[src/verilog/tx_timing_cfg.svh]
`ifndef TX_TIMING_CFG_SVH
`define TX_TIMING_CFG_SVH

// register indices, byte address is index times four
`define TT_OPTS_IDX 6'h06
`define TT_LINK_IDX 6'h07
`define TT_STAT_IDX 6'h08

// transmit_timing_options fields
`define TT_STORE_BYP_BIT 0
`define TT_PLL_LO_BIT 2
`define TT_PLL_HI_BIT 3
`define TT_OCLK_LO_BIT 4
`define TT_OCLK_HI_BIT 5
`define TT_OPTS_MASK 8'h3D
`define TT_OPTS_RST 8'h00

// link_control fields
`define TT_LOOP_BIT 0
`define TT_CLKDIR_BIT 1
`define TT_UNI_BIT 2
`define TT_LINK_MASK 8'h07
`define TT_LINK_RST 8'h00

`endif

[src/verilog/tx_timing_pkg.sv]
package tx_timing_pkg;

    typedef enum logic [1:0] {
        SRC_JAT = 2'b00,
        SRC_REF = 2'b01,
        SRC_FIFO_IN = 2'b10
    } out_src_e;

    typedef enum logic [1:0] {
        REF_FIFO_IN = 2'b00,
        REF_BACKPLANE = 2'b01,
        REF_RECOVERED = 2'b10,
        REF_TX_REF = 2'b11
    } pll_ref_e;

    typedef struct packed {
        logic read;
        logic write;
        logic [7:0] address;
        logic [31:0] writedata;
    } avmm_req_s;

    typedef struct packed {
        logic [31:0] readdata;
        logic waitrequest;
    } avmm_rsp_s;

    // external clock pins, all sampled on i_clock
    typedef struct packed {
        logic backplane_tx_clk;
        logic tx_ref_clk_in;
        logic rx_recovered_clk;
        logic jat_clk;
        logic store_clk;
    } clk_pins_s;

    typedef struct packed {
        logic backplane_data;
        logic store_data;
        logic rx_data;
        logic frame_pulse;
    } data_pins_s;

endpackage

[src/verilog/transmit_timing_source_select.sv]
// Local design decision: the Avalon-MM interface to the registers.
`include "tx_timing_cfg.svh"

module transmit_timing_source_select (
    // clock and reset
    input wire logic i_clock,
    input wire logic i_nrst,
    // register bus
    input tx_timing_pkg::avmm_req_s i_avmm,
    output tx_timing_pkg::avmm_rsp_s o_avmm,
    // pins from outside
    input tx_timing_pkg::clk_pins_s i_clk_pins,
    input tx_timing_pkg::data_pins_s i_data_pins,
    // elastic store and attenuator side
    output logic o_store_out_clk,
    output logic o_store_out_data,
    output logic o_fifo_in_clk,
    output logic o_fifo_in_data,
    output logic o_fifo_out_clk,
    output logic o_pll_ref,
    output logic o_jat_enable,
    // line side
    output logic o_tx_line_clk_out,
    output logic o_unipolar_data,
    output logic o_unipolar_frame,
    output logic o_bipolar_pos,
    output logic o_bipolar_neg,
    // backplane clock, driven when configured as output
    output logic o_backplane_tx_clk,
    output logic o_backplane_tx_clk_oe
);
    import tx_timing_pkg::*;

    localparam int NSYNC = 9;

    logic [NSYNC-1:0] pin_meta;
    logic [NSYNC-1:0] pin_sync;
    logic [7:0] opts;
    logic [7:0] link;
    logic ack;
    logic first_cycle;
    logic line_prev;
    logic mark_phase;
    logic [31:0] readdata;
    logic bp_clk, ref_clk, rec_clk, jat_clk, st_clk;
    logic bp_data, st_data, rx_data, frame;
    logic store_bypass, loop_en, clk_dir, uni_sel;
    logic sel_hi, sel_lo;
    logic [1:0] ref_code;
    out_src_e out_src;
    pll_ref_e pll_ref;
    logic next_store_clk, next_store_data;
    logic next_fifo_in_clk, next_fifo_in_data;
    logic next_fifo_out_clk, next_pll_ref;
    logic req, bad_ref_sel, bad_fifo_sel, bad_dir_sel;
    logic [5:0] idx;
    logic [7:0] status;

    // pin inputs are asynchronous to i_clock
    always_ff @(posedge i_clock or negedge i_nrst) begin
        if (!i_nrst) begin
            pin_meta <= '0;
            pin_sync <= '0;
        end else begin
            pin_meta <= {i_clk_pins, i_data_pins};
            pin_sync <= pin_meta;
        end
    end

    assign {bp_clk, ref_clk, rec_clk, jat_clk, st_clk} = pin_sync[8:4];
    assign {bp_data, st_data, rx_data, frame} = pin_sync[3:0];

    // field decode
    assign store_bypass = opts[`TT_STORE_BYP_BIT];
    assign sel_hi = opts[`TT_OCLK_HI_BIT];
    assign sel_lo = opts[`TT_OCLK_LO_BIT];
    assign ref_code = {opts[`TT_PLL_HI_BIT], opts[`TT_PLL_LO_BIT]};
    assign loop_en = link[`TT_LOOP_BIT];
    assign clk_dir = link[`TT_CLKDIR_BIT];
    assign uni_sel = link[`TT_UNI_BIT];

    // bus slave: one wait cycle, answer on the second edge
    assign req = i_avmm.read | i_avmm.write;
    assign idx = i_avmm.address[7:2];
    // one driver for the whole response struct
    assign o_avmm = '{readdata: readdata, waitrequest: req & ~ack};

    always_ff @(posedge i_clock or negedge i_nrst) begin
        if (!i_nrst) begin
            ack <= 1'b0;
        end else begin
            ack <= req & ~ack;
        end
    end

    always_ff @(posedge i_clock or negedge i_nrst) begin
        if (!i_nrst) begin
            opts <= `TT_OPTS_RST;
            link <= `TT_LINK_RST;
        end else if (i_avmm.write && ack) begin
            if (idx == `TT_OPTS_IDX) begin
                opts <= i_avmm.writedata[7:0] & `TT_OPTS_MASK;
            end
            if (idx == `TT_LINK_IDX) begin
                link <= i_avmm.writedata[7:0] & `TT_LINK_MASK;
            end
        end
    end

    // misuse flags only report, hardware still follows the bits
    assign bad_ref_sel = (out_src == SRC_REF) && (pll_ref != REF_TX_REF);
    assign bad_fifo_sel = (out_src == SRC_FIFO_IN) && (pll_ref != REF_FIFO_IN);
    assign bad_dir_sel = !clk_dir && !ref_code[1];
    assign status = {bad_dir_sel, bad_fifo_sel, bad_ref_sel, o_jat_enable,
                     out_src, pll_ref};

    always_ff @(posedge i_clock or negedge i_nrst) begin
        if (!i_nrst) begin
            readdata <= '0;
        end else if (i_avmm.read && !ack) begin
            unique case (idx)
                `TT_OPTS_IDX: readdata <= {24'h000000, opts};
                `TT_LINK_IDX: readdata <= {24'h000000, link};
                `TT_STAT_IDX: readdata <= {24'h000000, status};
                default: readdata <= 32'h00000000;
            endcase
        end
    end

    // elastic store path
    always_comb begin
        if (store_bypass) begin
            next_store_clk = bp_clk;
            next_store_data = bp_data;
        end else begin
            next_store_clk = st_clk;
            next_store_data = st_data;
        end
    end

    // attenuator input: loopback swaps in the receive side
    always_comb begin
        if (loop_en) begin
            next_fifo_in_clk = rec_clk;
            next_fifo_in_data = rx_data;
        end else begin
            next_fifo_in_clk = next_store_clk;
            next_fifo_in_data = next_store_data;
        end
    end

    // output clock source
    always_comb begin
        if (sel_hi) begin
            out_src = SRC_FIFO_IN;
        end else if (sel_lo) begin
            out_src = SRC_REF;
        end else begin
            out_src = SRC_JAT;
        end
    end

    always_comb begin
        unique case (out_src)
            SRC_JAT: next_fifo_out_clk = jat_clk;
            SRC_REF: next_fifo_out_clk = ref_clk;
            SRC_FIFO_IN: next_fifo_out_clk = next_fifo_in_clk;
            default: next_fifo_out_clk = jat_clk;
        endcase
    end

    // pll reference
    assign pll_ref = pll_ref_e'(ref_code);

    always_comb begin
        unique case (pll_ref)
            REF_FIFO_IN: next_pll_ref = next_fifo_in_clk;
            REF_BACKPLANE: next_pll_ref = bp_clk;
            REF_RECOVERED: next_pll_ref = rec_clk;
            REF_TX_REF: next_pll_ref = ref_clk;
        endcase
    end

    always_ff @(posedge i_clock or negedge i_nrst) begin
        if (!i_nrst) begin
            o_store_out_clk <= 1'b0;
            o_store_out_data <= 1'b0;
            o_fifo_in_clk <= 1'b0;
            o_fifo_in_data <= 1'b0;
            o_fifo_out_clk <= 1'b0;
            o_pll_ref <= 1'b0;
            o_jat_enable <= 1'b1;
        end else begin
            o_store_out_clk <= next_store_clk;
            o_store_out_data <= next_store_data;
            o_fifo_in_clk <= next_fifo_in_clk;
            o_fifo_in_data <= next_fifo_in_data;
            o_fifo_out_clk <= next_fifo_out_clk;
            o_pll_ref <= next_pll_ref;
            o_jat_enable <= (out_src == SRC_JAT);
        end
    end

    // backplane clock as output follows the line clock
    always_ff @(posedge i_clock or negedge i_nrst) begin
        if (!i_nrst) begin
            o_backplane_tx_clk <= 1'b0;
            o_backplane_tx_clk_oe <= 1'b0;
        end else begin
            o_backplane_tx_clk <= next_fifo_out_clk;
            o_backplane_tx_clk_oe <= !clk_dir;
        end
    end

    // line coding, marks alternate polarity on each rising line clock
    always_ff @(posedge i_clock or negedge i_nrst) begin
        if (!i_nrst) begin
            line_prev <= 1'b0;
            mark_phase <= 1'b0;
            o_bipolar_pos <= 1'b0;
            o_bipolar_neg <= 1'b0;
            o_unipolar_data <= 1'b0;
            o_unipolar_frame <= 1'b0;
        end else begin
            line_prev <= next_fifo_out_clk;
            if (uni_sel) begin
                o_bipolar_pos <= 1'b0;
                o_bipolar_neg <= 1'b0;
                o_unipolar_data <= next_fifo_in_data;
                o_unipolar_frame <= frame;
            end else begin
                o_unipolar_data <= 1'b0;
                o_unipolar_frame <= 1'b0;
                if (next_fifo_out_clk && !line_prev) begin
                    o_bipolar_pos <= next_fifo_in_data && !mark_phase;
                    o_bipolar_neg <= next_fifo_in_data && mark_phase;
                    mark_phase <= mark_phase ^ next_fifo_in_data;
                end
            end
        end
    end

    // unipolar line clock only in unipolar mode
    logic uni_clk;
    always_ff @(posedge i_clock or negedge i_nrst) begin
        if (!i_nrst) begin
            uni_clk <= 1'b0;
        end else begin
            uni_clk <= uni_sel & next_fifo_out_clk;
        end
    end

    always_ff @(posedge i_clock or negedge i_nrst) begin
        if (!i_nrst) begin
            first_cycle <= 1'b1;
        end else begin
            first_cycle <= 1'b0;
        end
    end

    property p_store_bypass;
        @(posedge i_clock) disable iff (!i_nrst)
        $past(store_bypass) |-> o_store_out_data == $past(bp_data);
    endproperty
    a_store_bypass: assert property (p_store_bypass)
        else $error("bypass data mismatch");

    property p_store_inpath;
        @(posedge i_clock) disable iff (!i_nrst)
        !$past(store_bypass) |-> o_store_out_clk == $past(st_clk);
    endproperty
    a_store_inpath: assert property (p_store_inpath)
        else $error("store clock mismatch");

    property p_out_jat;
        @(posedge i_clock) disable iff (!i_nrst)
        $past(!sel_hi && !sel_lo) |-> o_fifo_out_clk == $past(jat_clk) && o_jat_enable;
    endproperty
    a_out_jat: assert property (p_out_jat)
        else $error("attenuated clock not selected");

    property p_out_ref;
        @(posedge i_clock) disable iff (!i_nrst)
        $past(!sel_hi && sel_lo) |-> o_fifo_out_clk == $past(ref_clk);
    endproperty
    a_out_ref: assert property (p_out_ref)
        else $error("reference clock not selected");

    property p_out_fifo_in;
        @(posedge i_clock) disable iff (!i_nrst)
        $past(sel_hi) |-> o_fifo_out_clk == o_fifo_in_clk && !o_jat_enable;
    endproperty
    a_out_fifo_in: assert property (p_out_fifo_in)
        else $error("fifo input clock not passed");

    property p_pll_rec;
        @(posedge i_clock) disable iff (!i_nrst)
        $past(ref_code) == 2'h2 |-> o_pll_ref == $past(rec_clk);
    endproperty
    a_pll_rec: assert property (p_pll_rec)
        else $error("pll reference wrong");

    property p_loop_data;
        @(posedge i_clock) disable iff (!i_nrst)
        $past(loop_en && !sel_hi && !sel_lo && !ref_code[0])
            |-> o_fifo_in_data == $past(rx_data) && o_jat_enable;
    endproperty
    a_loop_data: assert property (p_loop_data)
        else $error("loopback data wrong");

    property p_equal_bp;
        @(posedge i_clock) disable iff (!i_nrst)
        $past(sel_hi && store_bypass && !loop_en) |-> o_fifo_out_clk == $past(bp_clk);
    endproperty
    a_equal_bp: assert property (p_equal_bp)
        else $error("line clock differs from backplane");

    property p_equal_ref;
        @(posedge i_clock) disable iff (!i_nrst)
        $past(!sel_hi && sel_lo && ref_code == 2'h3)
            |-> !o_jat_enable && o_fifo_out_clk == o_pll_ref;
    endproperty
    a_equal_ref: assert property (p_equal_ref)
        else $error("line clock differs from reference");

    property p_bipolar_quiet;
        @(posedge i_clock) disable iff (!i_nrst)
        $past(!uni_sel) |-> !o_unipolar_data && !o_unipolar_frame && !o_tx_line_clk_out;
    endproperty
    a_bipolar_quiet: assert property (p_bipolar_quiet)
        else $error("unipolar outputs active");

    property p_reset_clear;
        @(posedge i_clock) disable iff (!i_nrst)
        first_cycle |-> opts == 8'h00;
    endproperty
    a_reset_clear: assert property (p_reset_clear)
        else $error("options not cleared");

    property p_unused_zero;
        @(posedge i_clock) disable iff (!i_nrst)
        i_avmm.read && ack && idx == `TT_OPTS_IDX |-> readdata[7:6] == 2'h0 && !readdata[1];
    endproperty
    a_unused_zero: assert property (p_unused_zero)
        else $error("unused bits read nonzero");

    c_loopback: cover property (@(posedge i_clock) disable iff (!i_nrst)
        loop_en && out_src == SRC_JAT);
    c_ref_mode: cover property (@(posedge i_clock) disable iff (!i_nrst)
        out_src == SRC_REF && pll_ref == REF_TX_REF);
    c_bp_out: cover property (@(posedge i_clock) disable iff (!i_nrst)
        o_backplane_tx_clk_oe && o_backplane_tx_clk);

    // line clock pin always carries the unipolar clock, held low in bipolar mode
    assign o_tx_line_clk_out = uni_clk;

endmodule

[config.mk]
export PLATFORM = sky130hd
export DESIGN_NAME = transmit_timing_source_select
export DESIGN_NICKNAME = d
export VERILOG_FILES = /design/src/verilog/tx_timing_pkg.sv /design/src/verilog/transmit_timing_source_select.sv
export VERILOG_INCLUDE_DIRS = /design/src /design/src/verilog
export SDC_FILE = /design/constraint.sdc
export NUM_CORES = 1
export LEC_CHECK = 0
export BUFFER_PORTS_ARGS = -buffer_cell sky130_fd_sc_hd__buf_2
export CORE_MARGIN = 2
export CORE_UTILIZATION = 28
export CTS_CLUSTER_SIZE = 25
export DETAILED_ROUTE_END_ITERATION = 8
export GPL_TIMING_DRIVEN = 1
export HOLD_SLACK_MARGIN = 0.12
export PLACE_DENSITY = 0.56
export SETUP_SLACK_MARGIN = 0.02
export SLEW_MARGIN = 30
export SYNTH_ARGS = -nofsm -noshare
export SYNTH_HDL_FRONTEND = slang
export SYNTH_SLANG_ARGS = --single-unit
[constraint.sdc]
create_clock -name i_clock -period 1.6 [get_ports i_clock]
set_input_delay 0.32 -clock i_clock [delete_from_list [all_inputs] [get_ports i_clock]]
set_output_delay 0.32 -clock i_clock [all_outputs]
set_load 0.05 [all_outputs]
==> impl_metrics.yaml <==
outcome:
  outcome: "complete, no violations"
worst_setup_path:
  crit_arrival_ns: 1.70
  path_class: "register to register"
  critPathLaunch: "opts[0]$_DFFE_PN0P_"
  reg2regPathDepth: 4
  cp_max_fo: 3
  reg2reg_to: "o_pll_ref$_DFF_PN0_"
  crit_path_end_kind: "register"
  cp.required_ns: 1.79
  r2r_start: "opts[0]$_DFFE_PN0P_"
  reg2reg_setup_slack_ns: 0.08
  cp-endpoint: "o_pll_ref$_DFF_PN0_"
  start_kind: "register"
drt:
  finalWirelength_um: 3460
  vias: 1217
  wl_per_cell_um: 11.0
  antenna_left: 0
  firstDrtPassIters: 4
  viasPerCell: 3.88
  drt_iter0_drc: 40
  drc: 0
clock_tree:
  h-tree-depth: 2
  clkLatencyLatePin_ns: 0.31
  cts_setup_buffers: 0
  cts_tree: "yes"
  cts.clk_slew.worst_paths_ns: 0.10
  cts_root_buf: "clkbuf_8"
  numCtsBuffers: 5
  cts.sinks: 49
  clockBufferDepth: 2
global_routing:
  grt_first_pass_wirelength_um: 5460
  overflow: 0
  antenna_found_initial: 0
  grt_pass1_vias: 1127
  grtUsageTotal_pct: 9.29
  grt_max_degree: 34
pwr:
  p_per_area_nw_per_um2: 1190
  peakVddDrop_uv: 511
  p_leak_nw: 1.25
sta:
  rsz0062_at_grt: "false"
  setup_viol: 0
  drv_slew: 0
  fin_skew_ns: 0.0102
  fin_crit_sh_pct: 94.7
  worstMarginPinSlew_ns: 0.502
  max_slew_margin_pct: 66.5
  hold_viol_final: 0
  fin_crit_ns: 1.52
  fmax_mhz: 660
  fin_ws_ns: 0.0846
  whs_ns: 0.253
synth:
  synth_edf_count: 0
  yosysWarnings: 0
  yosysSeqAreaShare_pct: 61.6
  synth_simple_gate_area_share_pct: 7.78
  synth_top_family_by_area: "multiplexers"
  ys.flop_type: "dfrtp_1"
  synth_compound_area_share_pct: 6.28
  synthDistinctLibCells: 34
  async_flop_share_pct: 100
  synth_fa_ha_area_share_pct: 1.26
  netlist_instances: 152
  synthMuxAreaShare_pct: 11.9
  syn_area_um2: 1990
  synth_seq_cells: 49
  synth_xor_area_share_pct: 0
  avgSynthCellArea_um2: 13.1
cells_and_area:
  filler_cell_count: 707
  final_core_utilization_pct: 37.1
  layout.nets: 272
  drive_above_1_share_pct: 37.6
  n_antenna_cell: 0
  area.growth.synth_to_final_pct: 27.0
die:
  die_x_um: 88.4
  ios: 100
  die_y_um: 88.4
  initial_core_util_pct: 29.2
  core_area_um2: 6830
  rows: 30
  die-area_um2: 7810
hold_path:
  hp-class: "input port to register"
  min_from: "i_avmm[3]"
job:
  maxCapViolations: 0
place:
  dp.final_hpwl_um: 2550
  pre_cts_ws_ns: -0.0320
  numPortBuffers: 47
  place_congestion: 0.730
==> cell type report <==
| type | instances | area (um2) | area share (%) |
|---|---|---|---|
| clock buffers | 5 | 68.8 | 2.72 |
| clock inverters | 3 | 47.5 | 1.88 |
| inverters | 4 | 15.0 | 0.593 |
| multi-input cells | 93 | 652 | 25.8 |
| flip-flops and latches | 49 | 1230 | 48.5 |
| well taps | 96 | 120 | 4.75 |
| repair buffers | 64 | 400 | 15.8 |
==> worst min path at each step <==
stage / slack [ns] / cells past startpoint / end
floorplan: 0.02 / 0 / ack$_DFF_PN0_
global route: 0.24 / 2 / opts[4]$_DFFE_PN0P_
CTS: 0.25 / 2 / link[1]$_DFFE_PN0P_
global placement: 0.26 / 1 / pin_meta[1]$_DFF_PN0_
detailed placement: 0.26 / 1 / pin_meta[1]$_DFF_PN0_
finish: 0.25 / 2 / opts[3]$_DFFE_PN0P_
==> Yosys cell counts (all sizes together), types with 2 or more instances <==
library cell / number / area (um2)
nand2b: 5 / 31.3
a21oi: 3 / 15.0
dfrtp: 48 / 1200
nor3: 3 / 20.0
mux2i: 4 / 52.6
o21ai: 6 / 30.0
mux2: 14 / 161
a32oi: 2 / 17.5
a22oi: 3 / 22.5
buf: 27 / 198
and2: 3 / 18.8
clkbuf: 2 / 7.51
nor2: 5 / 18.8
nand2: 7 / 26.3
ha: 2 / 25.0
and3: 2 / 12.5
inv: 4 / 15.0
==> through the flow <==
| stage | TNS (ns) | area, um2 | cells | power, mW |
|---|---|---|---|---|
| floorplan | 0 | 2080 | 175 | 1.96 |
| global placement | -0.0715 | 2290 | 296 | 2.08 |
| detailed placement | -0.110 | 2290 | 296 | 2.10 |
| CTS | 0 | 2510 | 314 | 3.02 |
| global route | 0 | 2530 | 314 | 3.16 |
| finish | 0 | 2530 | 314 | 3.00 |
==> flip-flops by register name (all words and copies together) (netlist names) <==
| name | flops |
|---|---|
| o_bipolar_pos | 1 |
| pin_meta | 9 |
| readdata | 8 |
| pin_sync | 9 |
| o_pll_ref | 1 |
| o_unipolar_data | 1 |
| o_store_out_clk | 1 |
| line_prev | 1 |
| o_fifo_in_clk | 1 |
| link | 3 |
| o_fifo_in_data | 1 |
| o_unipolar_frame | 1 |
| o_tx_line_clk_out | 1 |
| o_store_out_data | 1 |
| o_jat_enable | 1 |
| o_bipolar_neg | 1 |
| opts | 5 |
| o_backplane_tx_clk_oe | 1 |
| ack | 1 |
| mark_phase | 1 |
==> placed cells by master, fill, tap and decap left out, types with 2 or more instances in the layout <==
cell type,count
a22oi_1,3
a32oi_1,2
nand2_1,7
dfrtp_1,48
and2_1,3
mux2i_1,3
inv_6,2
nor2_1,5
mux2_4,3
nand2b_1,5
conb_1,24
a21oi_1,3
buf_2,47
buf_4,6
o21ai_0,6
clkbuf_8,5
nor3_1,2
and3_1,2
inv_1,3
mux2_2,11
dlygate4sd3_1,10
==> critical path, cell delays in order, from the launching register on <==
cell and delay, ns:
dfrtp_1 0.43, mux2_4 0.33, mux2i_4 0.16, inv_2 0.05, mux4_2 0.44
==> metal layers <==
layer  share of wire, %  GRT usage (%)  routed length (um)  vias up
li1                   -              -                   -      593
met3                7.5           4.10                 258        7
met2                 49           14.1                1710       44
met1                 41           11.6                1430      573
met5                  0              0                   0        -
met4                1.8           3.72                  63        0
==> power by group <==
part / switching (mW) / internal (mW)
Combinational: 0.489 / 0.195
Clock: 0.424 / 0.477
Sequential: 0.0689 / 1.35
Total: 0.982 / 2.02
==> repair_timing <==
item,in CTS,in global routing
hold buffers,10,0
endpoints found under the hold margin,25,0
resized for setup,0,3
endpoints found under the setup margin,0,3
==> cells by family after synthesis <==
logic type,count (synthesis)
fa+ha+maj,2
simple gates,29
other cells,1
mux,19
flops,49
buf+inv,33
compound gates,19
No activity file was read; power rests on OpenSTA's default activity.
